--- config.mk ---
export PLATFORM = sky130hd
export DESIGN_NAME = pif_top
export DESIGN_NICKNAME = d
export VERILOG_FILES = /design/src/pif_top.v /design/src/pif_flag_reg.v
export VERILOG_INCLUDE_DIRS = /design/src
export SDC_FILE = /design/constraint.sdc
export NUM_CORES = 1
export LEC_CHECK = 0
export ABC_AREA = 0
export BUFFER_PORTS_ARGS = -buffer_cell sky130_fd_sc_hd__buf_4
export CORE_AREA = 2 2 89 91
export DETAILED_ROUTE_END_ITERATION = 8
export DIE_AREA = 0 0 91 93
export PLACE_DENSITY = 0.77
export SLEW_MARGIN = 5
export SYNTH_ARGS = -nofsm -noshare
export SYNTH_HDL_FRONTEND = slang
export SYNTH_SLANG_ARGS = --single-unit
export TNS_END_PERCENT = 50
--- constraint.sdc ---
create_clock -name core_clk -period 2.1 [get_ports core_clk]
set_input_delay 0.42 -clock core_clk [delete_from_list [all_inputs] [get_ports core_clk]]
set_output_delay 0.42 -clock core_clk [all_outputs]
set_load 0.01 [all_outputs]
--- src/pif_consts.vh ---
`ifndef PIF_CONSTS_VH
`define PIF_CONSTS_VH
// ------------------------------------------------------------
// Register byte offsets
// ------------------------------------------------------------
`define PIF_OFS_FLAGS1 8'h00
`define PIF_OFS_FLAGS2 8'h04
`define PIF_OFS_FLAGS3 8'h08
`define PIF_OFS_ENABLE1 8'h0C
`define PIF_OFS_ENABLE2 8'h10
`define PIF_OFS_ENABLE3 8'h14
`define PIF_OFS_CORE_CTRL 8'h18
`define PIF_OFS_IRQ_STATUS 8'h1C
`define PIF_OFS_IRQ_MASK 8'h20
// ------------------------------------------------------------
// Implemented bits and software-writable bits per register
// ------------------------------------------------------------
`define PIF_IMPL1 8'hFF
`define PIF_IMPL2 8'hEF
`define PIF_IMPL3 8'h7F
`define PIF_SWWR1 8'hCF
`define PIF_SWWR2 8'hEF
`define PIF_SWWR3 8'h7F
// ------------------------------------------------------------
// Core control fields
// ------------------------------------------------------------
`define PIF_GIE_BIT 7
`define PIF_PERIPHERAL_INTERRUPT_ENABLE_BIT 6
`define PIF_CORE_MASK 8'hC0
// ------------------------------------------------------------
// Interrupt status fields
// ------------------------------------------------------------
`define PIF_IST_REQ_RISE 0
`define PIF_IST_MASK 8'h01
// ------------------------------------------------------------
// Reset values
// ------------------------------------------------------------
`define PIF_RST_BYTE 8'h00
`endif

--- src/pif_top.v ---
// Notes on behaviour
// - Flags set on their event regardless of own enable or global enable.
// - Register 1 bits 7..0: gate, converter, receive, transmit, sync, capture1, timer2, timer1.
// - Receive and transmit flags are read-only; other six flags in register 1 writable.
// - Register 2: oscfail, comp2, comp1, none, collision, timer6, timer4, capture2.
// - Register 3: none, numeric osc, shutdown, zero-cross, logic cells 4..1.
// - A flag reads 1 while pending, 0 otherwise.
// - All implemented flags clear to zero on every reset.
// - Unimplemented bits ignore writes and read zero.
// - No request reaches peripheral_irq unless peripheral enable is set; irq follows the masked sticky status bit.
// - Each flag pairs with an enable bit at the same position.
`timescale 1ns/100ps
`include "pif_consts.vh"
module pif_top (
  input wire core_clk,
  input wire reset_n,
  input wire clk_en,
  // Register 1 events
  input wire timer1_gate_flag,
  input wire converter_done_flag,
  input wire serial_receive_flag,
  input wire serial_transmit_flag,
  input wire sync_serial_flag,
  input wire capture_unit1_flag,
  input wire timer2_match_flag,
  input wire timer1_overflow_flag,
  // Register 2 events
  input wire oscillator_fail_flag,
  input wire comparator2_flag,
  input wire comparator1_flag,
  input wire bus_collision_flag,
  input wire timer6_match_flag,
  input wire timer4_match_flag,
  input wire capture_unit2_flag,
  // Register 3 events
  input wire numeric_oscillator_flag,
  input wire output_shutdown_flag,
  input wire zero_cross_flag,
  input wire logic_cell4_flag,
  input wire logic_cell3_flag,
  input wire logic_cell2_flag,
  input wire logic_cell1_flag,
  // Wishbone slave
  input wire wb_cyc_i,
  input wire wb_stb_i,
  input wire wb_we_i,
  input wire [7:0] wb_adr_i,
  input wire [3:0] wb_sel_i,
  input wire [31:0] wb_dat_i,
  output reg [31:0] wb_dat_o,
  output reg wb_ack_o,
  output reg wb_err_o,
  // Core side
  output reg peripheral_irq,
  output reg irq
);
  // ------------------------------------------------------------
  // Bus decode
  // ------------------------------------------------------------
  wire bus_req;
  wire wr_lane0;
  wire [7:0] wr_byte;
  reg [7:0] enable1;
  reg [7:0] enable2;
  reg [7:0] enable3;
  reg [7:0] core_ctrl;
  reg [7:0] irq_status;
  reg [7:0] irq_mask;
  reg req_level;
  wire [7:0] flags1;
  wire [7:0] flags2;
  wire [7:0] flags3;
  wire [7:0] ev1;
  wire [7:0] ev2;
  wire [7:0] ev3;
  wire next_req;
  reg [7:0] next_irq_status;
  reg [31:0] rd_word;
  reg addr_hit;

  function wr_at;
    input [7:0] adr;
    input [7:0] ofs;
    begin
      wr_at = (adr == ofs);
    end
  endfunction

  assign bus_req = wb_cyc_i & wb_stb_i & ~wb_ack_o & ~wb_err_o;
  assign wr_lane0 = bus_req & wb_we_i & wb_sel_i[0] & addr_hit;
  assign wr_byte = wb_dat_i[7:0];

  always @* begin
    addr_hit = 1'b1;
    rd_word = 32'h00000000;
    case (wb_adr_i)
      `PIF_OFS_FLAGS1: rd_word[7:0] = flags1;
      `PIF_OFS_FLAGS2: rd_word[7:0] = flags2;
      `PIF_OFS_FLAGS3: rd_word[7:0] = flags3;
      `PIF_OFS_ENABLE1: rd_word[7:0] = enable1;
      `PIF_OFS_ENABLE2: rd_word[7:0] = enable2;
      `PIF_OFS_ENABLE3: rd_word[7:0] = enable3;
      `PIF_OFS_CORE_CTRL: rd_word[7:0] = core_ctrl;
      `PIF_OFS_IRQ_STATUS: rd_word[7:0] = irq_status;
      `PIF_OFS_IRQ_MASK: rd_word[7:0] = irq_mask;
      default: addr_hit = 1'b0;
    endcase
  end

  // ------------------------------------------------------------
  // Event vectors in register bit order
  // ------------------------------------------------------------
  assign ev1 = {timer1_gate_flag, converter_done_flag, serial_receive_flag, serial_transmit_flag,
                sync_serial_flag, capture_unit1_flag, timer2_match_flag, timer1_overflow_flag};
  assign ev2 = {oscillator_fail_flag, comparator2_flag, comparator1_flag, 1'b0,
                bus_collision_flag, timer6_match_flag, timer4_match_flag, capture_unit2_flag};
  assign ev3 = {1'b0, numeric_oscillator_flag, output_shutdown_flag, zero_cross_flag,
                logic_cell4_flag, logic_cell3_flag, logic_cell2_flag, logic_cell1_flag};

  // ------------------------------------------------------------
  // Flag registers
  // ------------------------------------------------------------
  pif_flag_reg #(.IMPL(`PIF_IMPL1), .SWWR(`PIF_SWWR1)) u_flags1 (
    .core_clk(core_clk),
    .reset_n(reset_n),
    .clk_en(clk_en),
    .event_in(ev1),
    .wr_en(wr_lane0 & wr_at(wb_adr_i, `PIF_OFS_FLAGS1)),
    .wr_data(wr_byte),
    .flags(flags1)
  );

  pif_flag_reg #(.IMPL(`PIF_IMPL2), .SWWR(`PIF_SWWR2)) u_flags2 (
    .core_clk(core_clk),
    .reset_n(reset_n),
    .clk_en(clk_en),
    .event_in(ev2),
    .wr_en(wr_lane0 & wr_at(wb_adr_i, `PIF_OFS_FLAGS2)),
    .wr_data(wr_byte),
    .flags(flags2)
  );

  pif_flag_reg #(.IMPL(`PIF_IMPL3), .SWWR(`PIF_SWWR3)) u_flags3 (
    .core_clk(core_clk),
    .reset_n(reset_n),
    .clk_en(clk_en),
    .event_in(ev3),
    .wr_en(wr_lane0 & wr_at(wb_adr_i, `PIF_OFS_FLAGS3)),
    .wr_data(wr_byte),
    .flags(flags3)
  );

  // ------------------------------------------------------------
  // Request combination
  // ------------------------------------------------------------
  assign next_req = core_ctrl[`PIF_GIE_BIT] & core_ctrl[`PIF_PERIPHERAL_INTERRUPT_ENABLE_BIT] &
                    (|(flags1 & enable1) | |(flags2 & enable2) | |(flags3 & enable3));

  // Rising request sets a sticky status bit; event beats the clear
  always @* begin
    next_irq_status = irq_status;
    if (wr_lane0 && wr_at(wb_adr_i, `PIF_OFS_IRQ_STATUS)) begin
      next_irq_status = irq_status & ~wr_byte;
    end
    if (next_req && !req_level) begin
      next_irq_status[`PIF_IST_REQ_RISE] = 1'b1;
    end
    next_irq_status = next_irq_status & `PIF_IST_MASK;
  end

  // ------------------------------------------------------------
  // Control registers and bus answer
  // ------------------------------------------------------------
  always @(posedge core_clk or negedge reset_n) begin
    if (!reset_n) begin
      enable1 <= `PIF_RST_BYTE;
      enable2 <= `PIF_RST_BYTE;
      enable3 <= `PIF_RST_BYTE;
      core_ctrl <= `PIF_RST_BYTE;
      irq_status <= `PIF_RST_BYTE;
      irq_mask <= `PIF_RST_BYTE;
      req_level <= 1'b0;
      peripheral_irq <= 1'b0;
      irq <= 1'b0;
      wb_ack_o <= 1'b0;
      wb_err_o <= 1'b0;
      wb_dat_o <= 32'h00000000;
    end else if (clk_en) begin
      wb_ack_o <= bus_req & addr_hit;
      wb_err_o <= bus_req & ~addr_hit;
      wb_dat_o <= (bus_req & ~wb_we_i & addr_hit) ? rd_word : 32'h00000000;
      if (wr_lane0) begin
        if (wr_at(wb_adr_i, `PIF_OFS_ENABLE1)) begin
          enable1 <= wr_byte & `PIF_IMPL1;
        end
        if (wr_at(wb_adr_i, `PIF_OFS_ENABLE2)) begin
          enable2 <= wr_byte & `PIF_IMPL2;
        end
        if (wr_at(wb_adr_i, `PIF_OFS_ENABLE3)) begin
          enable3 <= wr_byte & `PIF_IMPL3;
        end
        if (wr_at(wb_adr_i, `PIF_OFS_CORE_CTRL)) begin
          core_ctrl <= wr_byte & `PIF_CORE_MASK;
        end
        if (wr_at(wb_adr_i, `PIF_OFS_IRQ_MASK)) begin
          irq_mask <= wr_byte & `PIF_IST_MASK;
        end
      end
      irq_status <= next_irq_status;
      req_level <= next_req;
      peripheral_irq <= next_req;
      irq <= |(next_irq_status & irq_mask);
    end
  end
endmodule

--- src/pif_flag_reg.v ---
`timescale 1ns/100ps
`include "pif_consts.vh"
// ------------------------------------------------------------
// One 8-bit request flag register
// ------------------------------------------------------------
module pif_flag_reg #(
  parameter [7:0] IMPL = 8'hFF,
  parameter [7:0] SWWR = 8'hFF
) (
  input wire core_clk,
  input wire reset_n,
  input wire clk_en,
  input wire [7:0] event_in,
  input wire wr_en,
  input wire [7:0] wr_data,
  output reg [7:0] flags
);
  reg [7:0] next_flags;

  always @* begin
    next_flags = flags;
    if (wr_en) begin
      next_flags = (flags & ~SWWR) | (wr_data & SWWR);
    end
    // Events win over a same-cycle clearing write
    next_flags = (next_flags | event_in) & IMPL;
  end

  always @(posedge core_clk or negedge reset_n) begin
    if (!reset_n) begin
      flags <= `PIF_RST_BYTE;
    end else if (clk_en) begin
      flags <= next_flags;
    end
  end
endmodule

==> reports/qor.yml, run 1 <==
fillCellCount: 629
hold_viol: 0
cts.sinks: 60
relSlewSlack_pct: 50.41
grt_max_degree: 61
final_cell_mix: "92 x buf_4, 60 x dfrtp_1, 24 x conb_1"
mostFrequentLayoutCell: "buf_4"
fin_ws_ns: -0.005717
yosysTopAreaCell: "dfrtp_1"
setup_viol: 3
p_leak_nw: 1.899
async_flop_share_pct: 100.0
arrival_ns: 2.33
area_growth_pct: 31.14
endpoint: "enable2[0]"
grt_overflow: 0
synth_edf_count: 0
fin_nets: 464
fmax_ghz: 0.4749
cts_buffers: 9
period_share_pct: 100.3
status: "complete, but fails checks"
cts_tree: "yes"
dp_cells: 479
reg2regPathDepth: 7
cp.required_ns: 2.33
period_needed_ns: 2.106
io_pins: 108
vias: 2878
synth-seq-area-share_pct: 46.08
whs_ns: 0.1311
violations: "negative setup slack"
vias_per_cell: 5.768
initial_core_util_pct: 43.28
wire_per_inst_um: 17.65
endpoint_kind: "flop"
fin_cells: 499
core_area_um2: 7527
critical_path_class: "flop to flop"
root_buffer: "clkbuf_8"
irDropWorstVdd_mv: 0.4210
yosys.area.top_type_share_pct: 46.08
die_area_um2: 8463
slew_viol_final: 0
gr-usage-all-layers_pct: 21.43
cap_violations: 0
htree_levels: 3
tightestPinTransition_ns: 0.7438
die_w_um: 91
ys_ff_latch: 60
clk_path_buf_depth: 2
first_pass_iters: 8
path_max_fanout: 6
drtIter0Drc: 287
rows: 32
grt_pass1_vias: 2680
gp_congestion: 0.9327
syn_area_per_cell_um2: 10.75
critPathLaunch: "wb_err_o"
grt_pass1_wl_mm: 14.04
synth.area.top_cells: "dfrtp_1 46%, buf_4 6.7%, mux2_1 5.2%"
synth_warnings: 0
drcViolationCount: 0
crit-reg2reg-launch: "wb_err_o"
die_h_um: 93
finalClockSkew_ns: 0.006042
place_hpwl_mm: 6.276
n_antenna_cell: 0
drt-total-wl_mm: 8.805
synth-main-ff-cell: "dfrtp_1"
rsz0062_at_grt: "yes"
antenna_found_initial: 0
hold_class: "input port to asynchronous set/reset pin"
power_density_nw_per_um2: 644.5
drive_gt1_share_pct: 34.26
ant_nets: 0
clk_pin_slew_ns: 0.07
synth_area_um2: 3258
portBuffers: 56
reg2reg_slack_ns: -0.006
clock_latency_ns: 0.35
synthCells: 303
post-route-util_pct: 56.77
hold_buffers: 0
post_synth_num_cell_types: 49
worstSetupStartpointType: "flop"
regToRegEndpoint: "enable2[0]"
-- cell usage after synthesis, drive strengths merged, types with 5 or more instances --
cell type,instances
nor2b,9
nor3,8
o2bb2ai,5
nand3,5
dfrtp,60
nor4,8
clkbuf,10
a221o,7
a211oi,12
and2,6
nor2,22
a22oi,17
mux2,25
buf,31
a21o,8
nand2,11
a21oi,17
-- per-layer routing --
layer	GRT usage, %	routed length [µm]
met5	0	0
met4	9.091	187
met3	3.465	719
met2	34.01	4120
met1	29.29	3777
-- how the worst min path moves through the flow --
stage	startpoint	to	slack [ns]	cells past startpoint
finish	reset_n	enable2[7]	0.13	1
global route	reset_n	irq_mask[0]	0.21	1
CTS	reset_n	u_flags2.flags[1]	0.17	1
detailed placement	wb_dat_o[3]	wb_dat_o[3]	0.47	1
global placement	wb_dat_o[3]	wb_dat_o[3]	0.47	1
floorplan	reset_n	core_ctrl[6]	0.12	0
-- critical path: stages, from the launching register on --
cell      delay [ns]
dfrtp_1         0.41
nor4bb_4        0.33
nand2_1         0.11
or3_4           0.43
buf_6           0.15
nor2_4          0.11
buf_12          0.14
mux2_4          0.30
-- registers in the layout, summed over array words and instances (netlist names) --
signal / flops
peripheral_irq: 1
irq_status: 1
wb_dat_o: 8
enable2: 7
u_flags1.flags: 8
irq: 1
u_flags3.flags: 7
enable3: 7
wb_err_o: 1
wb_ack_o: 1
irq_mask: 1
core_ctrl: 2
u_flags2.flags: 7
enable1: 8
-- cell families after synthesis --
| family | count (synthesis) | synth area share (%) |
|---|---|---|
| AND/OR/NAND/NOR | 85 | 15.63 |
| flip-flops | 60 | 46.08 |
| multiplexers | 26 | 9.332 |
| AO/OA/AOI/OAI | 88 | 20.47 |
| buffers and inverters | 43 | 8.372 |
| other | 1 | 0.1151 |
-- where the power goes --
part           switching (mW)  total, mW  internal, mW
registers              0.0118       1.18          1.16
clock network           0.484       1.34         0.857
logic                   0.133      0.238         0.105
total                   0.629       2.75          2.13
-- metrics by stage --
step / worst slack (ns) / instance area [µm²] / setup TNS, ns / power, mW
6_report: -0.005717 / 4273 / -0.01107 / 2.754
5_1_grt: -0.08558 / 4273 / -1.449 / 2.836
4_1_cts: -0.01224 / 4239 / -0.03408 / 2.764
3_5_place_dp: -0.2782 / 3910 / -6.488 / 1.426
3_3_place_gp: -0.1972 / 3910 / -3.671 / 1.421
2_1_floorplan: 0.003318 / 3351 / 0 / 1.302
-- repair_timing --
item | in CTS | in global routing
setup endpoints to repair | 36 | 40
pin swaps | 3 | 4
gates resized for setup | 7 | 7
endpoints found under the hold margin | 0 | 0
cloned | 0 | 0
buffers inserted | 3 | 1
-- layout make-up --
class	count	area [µm²]	area share [%]
Clock buffer	11	151.4	3.543
Timing Repair Buffer	96	753.2	17.63
Tap cell	102	127.6	2.987
Sequential cell	60	1501	35.14
Multi-Input combinational cell	223	1624	38.01
Inverter	2	7.507	0.1757
Clock inverter	5	107.6	2.518
(Power assumes the default switching activity.)
==> inputs of run 2 (changes only) <==
--- a/config.mk
+++ b/config.mk
@@ -6,12 +6,12 @@
 export SDC_FILE = /design/constraint.sdc
 export NUM_CORES = 1
 export LEC_CHECK = 0
-export ABC_AREA = 0
+export ABC_AREA = 1
 export BUFFER_PORTS_ARGS = -buffer_cell sky130_fd_sc_hd__buf_4
-export CORE_AREA = 2 2 89 91
+export CORE_AREA = 2 2 90 92
 export DETAILED_ROUTE_END_ITERATION = 8
-export DIE_AREA = 0 0 91 93
-export PLACE_DENSITY = 0.77
+export DIE_AREA = 0 0 92 94
+export PLACE_DENSITY = 0.8
 export SLEW_MARGIN = 5
 export SYNTH_ARGS = -nofsm -noshare
 export SYNTH_HDL_FRONTEND = slang
==> run 2 against run 1 <==
Net effect:
- largest cell class unchanged
- fmax increased by 28%
- critical endpoint is now enable1[4]
- clock power shrank 19%
- the flow now finishes without violations
- sequential share of layout area up 1.1 points
- clock skew increased by 0.0053 ns
- first-iteration DRC count decreased by 4.9%
- sequential cell count unchanged
- final cell count rose by 23%
- die area rose by 2.2%
- design area is 3.1% lower
==> reports/qor.yml, run 2 <==
multi_input_area_um2: 1675
synth_area_um2: 3520
gp_congestion: 0.9261
die_w_um: 92
tightestPinTransition_ns: 0.7710
async_flop_share_pct: 100.0
critPathMaxStageDelay_ns: 0.38
arrival_ns: 1.88
reg.largest.list: "enable1 x8, u_flags1.flags x8, wb_dat_o x8"
mostFrequentLayoutCell: "nand2_1"
n_antenna_cell: 0
regToRegEndpoint: "enable1[4]"
hold_viol: 0
ys_ff_latch: 60
yosysTopAreaCell: "dfrtp_1"
fillCellCount: 731
cp_num_buf_inv: 3
post-place-ws_ns: 0.1506
hold_class: "input port to asynchronous set/reset pin"
p_leak_nw: 2.119
fmax_ghz: 0.6065
p_clk_share_pct: 43.6
netlist_top_cells_count: "150 x nand2_1, 60 x dfrtp_1, 35 x inv_1, 24 x buf_4, 22 x o21ai_2"
grt_max_degree: 61
period_share_pct: 78.52
final_cell_mix: "150 x nand2_1, 60 x dfrtp_1, 59 x buf_4"
slew_viol_final: 0
initial_core_util_pct: 46.27
worstSetupStartpointType: "flop"
io_pins: 108
place_hpwl_mm: 6.734
core_area_um2: 7607
synthCells: 449
synth.area.top_cells: "dfrtp_1 43%, nand2_1 16%, o21ai_2 5.5%"
fin_ws_ns: 0.4511
vias_per_cell: 5.239
synth_warnings: 0
cts_buffers: 9
p_seq_share_pct: 47.5
ant_nets: 0
vias: 3222
cts_tree: "yes"
post-route-util_pct: 54.44
endpoint_kind: "flop"
drive_gt1_share_pct: 26.32
grt_pass1_wl_mm: 15.06
p_sw_uw: 622.0
critical_path_class: "flop to flop"
fin_cells: 615
ctsResizeCount: 0
dp_cells: 599
wire_per_inst_um: 15.02
rows: 32
fin_nets: 580
finalPower_mw: 2.483
yosys.area.top_type_share_pct: 42.66
area_growth_pct: 17.67
setup_viol: 0
root_buffer: "clkbuf_8"
reg2regPathDepth: 9
path_max_fanout: 16
synth-seq-area-share_pct: 42.66
crit_family: "simple AND/OR/NAND/NOR gates"
relSlewSlack_pct: 48.60
post_synth_num_cell_types: 36
synth-main-ff-cell: "dfrtp_1"
crit-reg2reg-launch: "wb_err_o"
grt_pass1_vias: 3135
setup-tns-final_ns: 0
p_int_mw: 1.861
gr-usage-all-layers_pct: 22.73
irDropWorstVdd_mv: 0.3020
path_cells: "inv_1, nand4_1, nor2_1, buf_4, nand3_4, inv_4, nand2_4, nand2_1, o21ai_2"
synth_edf_count: 0
die_area_um2: 8648
syn_area_per_cell_um2: 7.839
share_comb_of_total_power_pct: 8.9
drtIter0Drc: 273
grt_overflow: 0
reg2reg_slack_ns: 0.45
cp_slowest_cell: "dfrtp_1"
rsz0062_at_grt: "no"
antenna_found_initial: 0
finalClockSkew_ns: 0.01133
clk_pin_slew_ns: 0.07
cts.sinks: 60
cts_setup_buffers: 0
swShare_pct: 25.05
regArea_um2: 1501
portBuffers: 56
yosysMostFrequentCell: "nand2_1"
power_density_nw_per_um2: 599.6
drt-total-wl_mm: 9.239
die_h_um: 94
first_pass_iters: 5
hold_buffers: 0
drcViolationCount: 0
status: "finished clean"
clk_path_buf_depth: 2
clock_latency_ns: 0.35
cap_violations: 0
htree_levels: 3
period_needed_ns: 1.649
cp.required_ns: 2.33
[run 2: cell count changes after synthesis, moves of 8 or more]
cell,change
mux2_2,-10
a22oi_1,-17
o21ai_0,+18
o21ai_2,+22
mux2_1,-15
nand4_1,+11
nand2_1,+140
a21oi_1,-8
a211oi_1,-11
inv_1,+33
nand2_2,+13
o21ai_1,+9
nor2b_1,-8
nand3_1,+9
[run 2: area by class of cell]
class | count | area share, %
inverters | 45 | 4.139
repair buffers | 60 | 11.18
flip-flops and latches | 60 | 36.25
well taps | 102 | 3.082
clock buffers | 12 | 3.746
clock inverters | 4 | 1.148
multi-input cells | 332 | 40.45
[run 2: worst reg2reg max path: stages, from the launching register on]
cell     delay [ns]
dfrtp_1        0.38
inv_1          0.08
nand4_1        0.11
nor2_1         0.11
buf_4          0.21
nand3_4        0.15
inv_4          0.13
nand2_4        0.17
nand2_1        0.14
o21ai_2        0.06
[run 2: per-layer routing]
metal / part of all wire (%) / global-route usage [%]
met5: 0 / 0
met2: 47 / 36.70
met1: 42 / 29.04
met4: 3.3 / 11.94
met3: 7.7 / 4.414
[run 2: worst max path at each step]
| stage | from | endpoint | slack [ns] | depth (start not counted) |
|---|---|---|---|---|
| after floorplan | wb_adr_i[6] | enable1[6] | 0.48 | 13 |
| after global placement | wb_adr_i[0] | enable1[1] | 0.17 | 13 |
| after detailed placement | wb_adr_i[5] | enable1[4] | 0.15 | 13 |
| after CTS | wb_err_o | enable1[4] | 0.47 | 9 |
| after global routing | wb_err_o | u_flags3.flags[2] | 0.27 | 8 |
| final | wb_err_o | enable1[4] | 0.45 | 9 |
[run 2: cell families after synthesis]
group | after synthesis | synth area share, %
simple gates | 233 | 30.79
other cells | 1 | 0.1065
compound gates | 75 | 14.26
flops | 60 | 42.66
buf+inv | 80 | 12.19
[run 2: power groups by stage]
stage                     Clock [mW]  Sequential [mW]  Combinational (mW)
after detailed placement           0             1.20               0.223
after global placement             0             1.20               0.219
after global routing            1.14             1.18               0.248
after CTS                       1.09             1.18               0.224
after floorplan                    0             1.20               0.132
final                           1.08             1.18               0.222
[run 2: stage by stage]
step | hold slack (ns) | area (µm²)
floorplan | 0.1244 | 3606
global placement | 0.4669 | 3939
detailed placement | 0.4677 | 3939
CTS | 0.1672 | 4141
global route | 0.2043 | 4141
finish | 0.1415 | 4141
==> inputs of run 3 (changes only) <==
--- a/config.mk
+++ b/config.mk
@@ -8,10 +8,10 @@
 export LEC_CHECK = 0
 export ABC_AREA = 1
 export BUFFER_PORTS_ARGS = -buffer_cell sky130_fd_sc_hd__buf_4
-export CORE_AREA = 2 2 90 92
+export CORE_AREA = 2 2 87 89
 export DETAILED_ROUTE_END_ITERATION = 8
-export DIE_AREA = 0 0 92 94
-export PLACE_DENSITY = 0.8
+export DIE_AREA = 0 0 89 91
+export PLACE_DENSITY = 0.81
 export SLEW_MARGIN = 5
 export SYNTH_ARGS = -nofsm -noshare
 export SYNTH_HDL_FRONTEND = slang
==> constraint.sdc (replaced) <==
create_clock -name core_clk -period 1.7 [get_ports core_clk]
set_input_delay 0.34 -clock core_clk [delete_from_list [all_inputs] [get_ports core_clk]]
set_output_delay 0.34 -clock core_clk [all_outputs]
set_load 0.01 [all_outputs]
==> run 3 against run 2 <==
Net effect:
- power increased by 21%
- non-clock buffer count rose by 25
- design area up 4.3%
- first-iteration DRC count up 21%
- fmax increased by 3.5%
==> reports/qor.yml, run 3 (synthesis gave the netlist of run 2 again) <==
status: "finished clean"
share_comb_of_total_power_pct: 9.8
clock_latency_ns: 0.35
fin_nets: 605
cts_tree: "yes"
vias_per_cell: 5.140
p_clk_share_pct: 41.6
finalPower_mw: 2.996
core_area_um2: 7137
fmax_ghz: 0.6277
grt_pass1_wl_mm: 15.03
rows: 31
drtIter0Drc: 330
root_buffer: "clkbuf_8"
path_max_fanout: 14
p_int_mw: 2.230
arrival_ns: 1.82
period_needed_ns: 1.593
cp_slowest_cell: "dfrtp_1"
crit_family: "simple AND/OR/NAND/NOR gates"
drcViolationCount: 0
grt_pass1_vias: 3092
drt-total-wl_mm: 9.629
critical_path_class: "flop to flop"
wire_per_inst_um: 15.12
p_sw_uw: 766.4
drive_gt1_share_pct: 30.30
io_pins: 108
hold_viol: 0
cp.required_ns: 1.93
reg.largest.list: "enable1 x8, u_flags1.flags x8, wb_dat_o x8"
initial_core_util_pct: 49.32
n_antenna_cell: 0
htree_levels: 3
cp_num_buf_inv: 3
gp_congestion: 0.9166
gr-usage-all-layers_pct: 24.80
swShare_pct: 25.58
path_cells: "inv_1, nand4_1, nor2_2, buf_6, nand3_4, inv_4, nand2_4, nand2_1, o21ai_2"
area_growth_pct: 22.75
endpoint_kind: "flop"
cts.sinks: 60
worstSetupStartpointType: "flop"
die_area_um2: 8099
grt_max_degree: 32
ant_nets: 0
slew_viol_final: 0
clk_path_buf_depth: 2
grt_overflow: 0
p_seq_share_pct: 48.6
finalClockSkew_ns: 0.01275
p_leak_nw: 2.231
first_pass_iters: 5
setup_viol: 0
die_h_um: 91
die_w_um: 89
hold_class: "input port to flop"
portBuffers: 56
post-route-util_pct: 60.54
clk_pin_slew_ns: 0.07
mostFrequentLayoutCell: "nand2_1"
antenna_found_initial: 0
vias: 3274
cts_buffers: 9
period_share_pct: 93.72
irDropWorstVdd_mv: 0.5422
place_hpwl_mm: 7.188
power_density_nw_per_um2: 693.6
critPathMaxStageDelay_ns: 0.38
final_cell_mix: "148 x nand2_1, 81 x buf_4, 60 x dfrtp_1"
cap_violations: 0
## run 3: cell types whose count changed in the layout (fill, tap and decap cells not counted), moves of 2 or more
cell | previous run | this run
nor2_2 | 2 | 4
nand2_1 | 150 | 148
nor2_1 | 20 | 18
nand2_2 | 14 | 16
clkbuf_8 | 11 | 9
buf_4 | 59 | 81
## run 3: final timing paths
kind,from,end,slack [ns],depth (start not counted)
hold reg to reg,enable2[3],enable2[3],0.48,2
setup reg to reg,wb_err_o,enable3[3],0.11,9
min in group asynchronous,reset_n,wb_dat_o[0],0.48,2
max in group asynchronous,reset_n,u_flags3.flags[3],0.70,3
hold / removal,serial_transmit_flag,u_flags1.flags[4],0.19,3
setup / recovery,wb_err_o,enable3[3],0.11,9
## run 3: what timing repair did
action                     CTS  global route
gates cloned                 0             1
hold endpoints to repair    30             0
hold buffers                 1             0
setup endpoints to repair    1            16
buffers inserted             0             2
pin swaps                    0             1
resized for setup            1             6
## run 3: layer usage
layer	vias up	part of all wire (%)	routed length (µm)	global-route usage, %
met5	-	0	0	0
met4	0	1.9	186	6.219
met3	18	6.5	629	6.273
met2	136	49	4695	40.24
met1	1553	43	4118	33.04
li1	1567	-	-	-
## run 3: layout make-up
cell class | count | area, µm²
inverter | 45 | 171.4
multi-input combinational | 332 | 1685
timing repair buffer | 85 | 654.4
clock inverter | 5 | 52.55
clock buffer | 11 | 131.4
sequential | 60 | 1501
tap | 99 | 123.9
fill | 665 | 2816
## run 3: power groups by stage
stage          Sequential [mW]  Clock [mW]  Combinational, mW
2_1_floorplan             1.48           0              0.163
5_1_grt                   1.46        1.32              0.327
6_report                  1.46        1.25              0.294
4_1_cts                   1.46        1.26              0.292
3_5_place_dp              1.48           0              0.289
3_3_place_gp              1.48           0              0.282
## run 3: worst min-delay path: stages
cell and delay (ns):
buf_4 0.08, nand2_1 0.04, nand2_1 0.06
## run 3: through the flow
| stage | hold WS (ns) | setup TNS (ns) | area [µm²] | instances | setup slack (ns) |
|---|---|---|---|---|---|
| after floorplan | 0.04441 | 0 | 3606 | 472 | 0.1638 |
| after global placement | 0.2965 | -0.9345 | 4093 | 617 | -0.08660 |
| after CTS | 0.1834 | 0 | 4287 | 634 | 0.06219 |
| after detailed placement | 0.3036 | -2.306 | 4093 | 617 | -0.1458 |
| after global routing | 0.1851 | -0.1169 | 4320 | 637 | -0.01946 |
| final | 0.1926 | 0 | 4320 | 637 | 0.1068 |
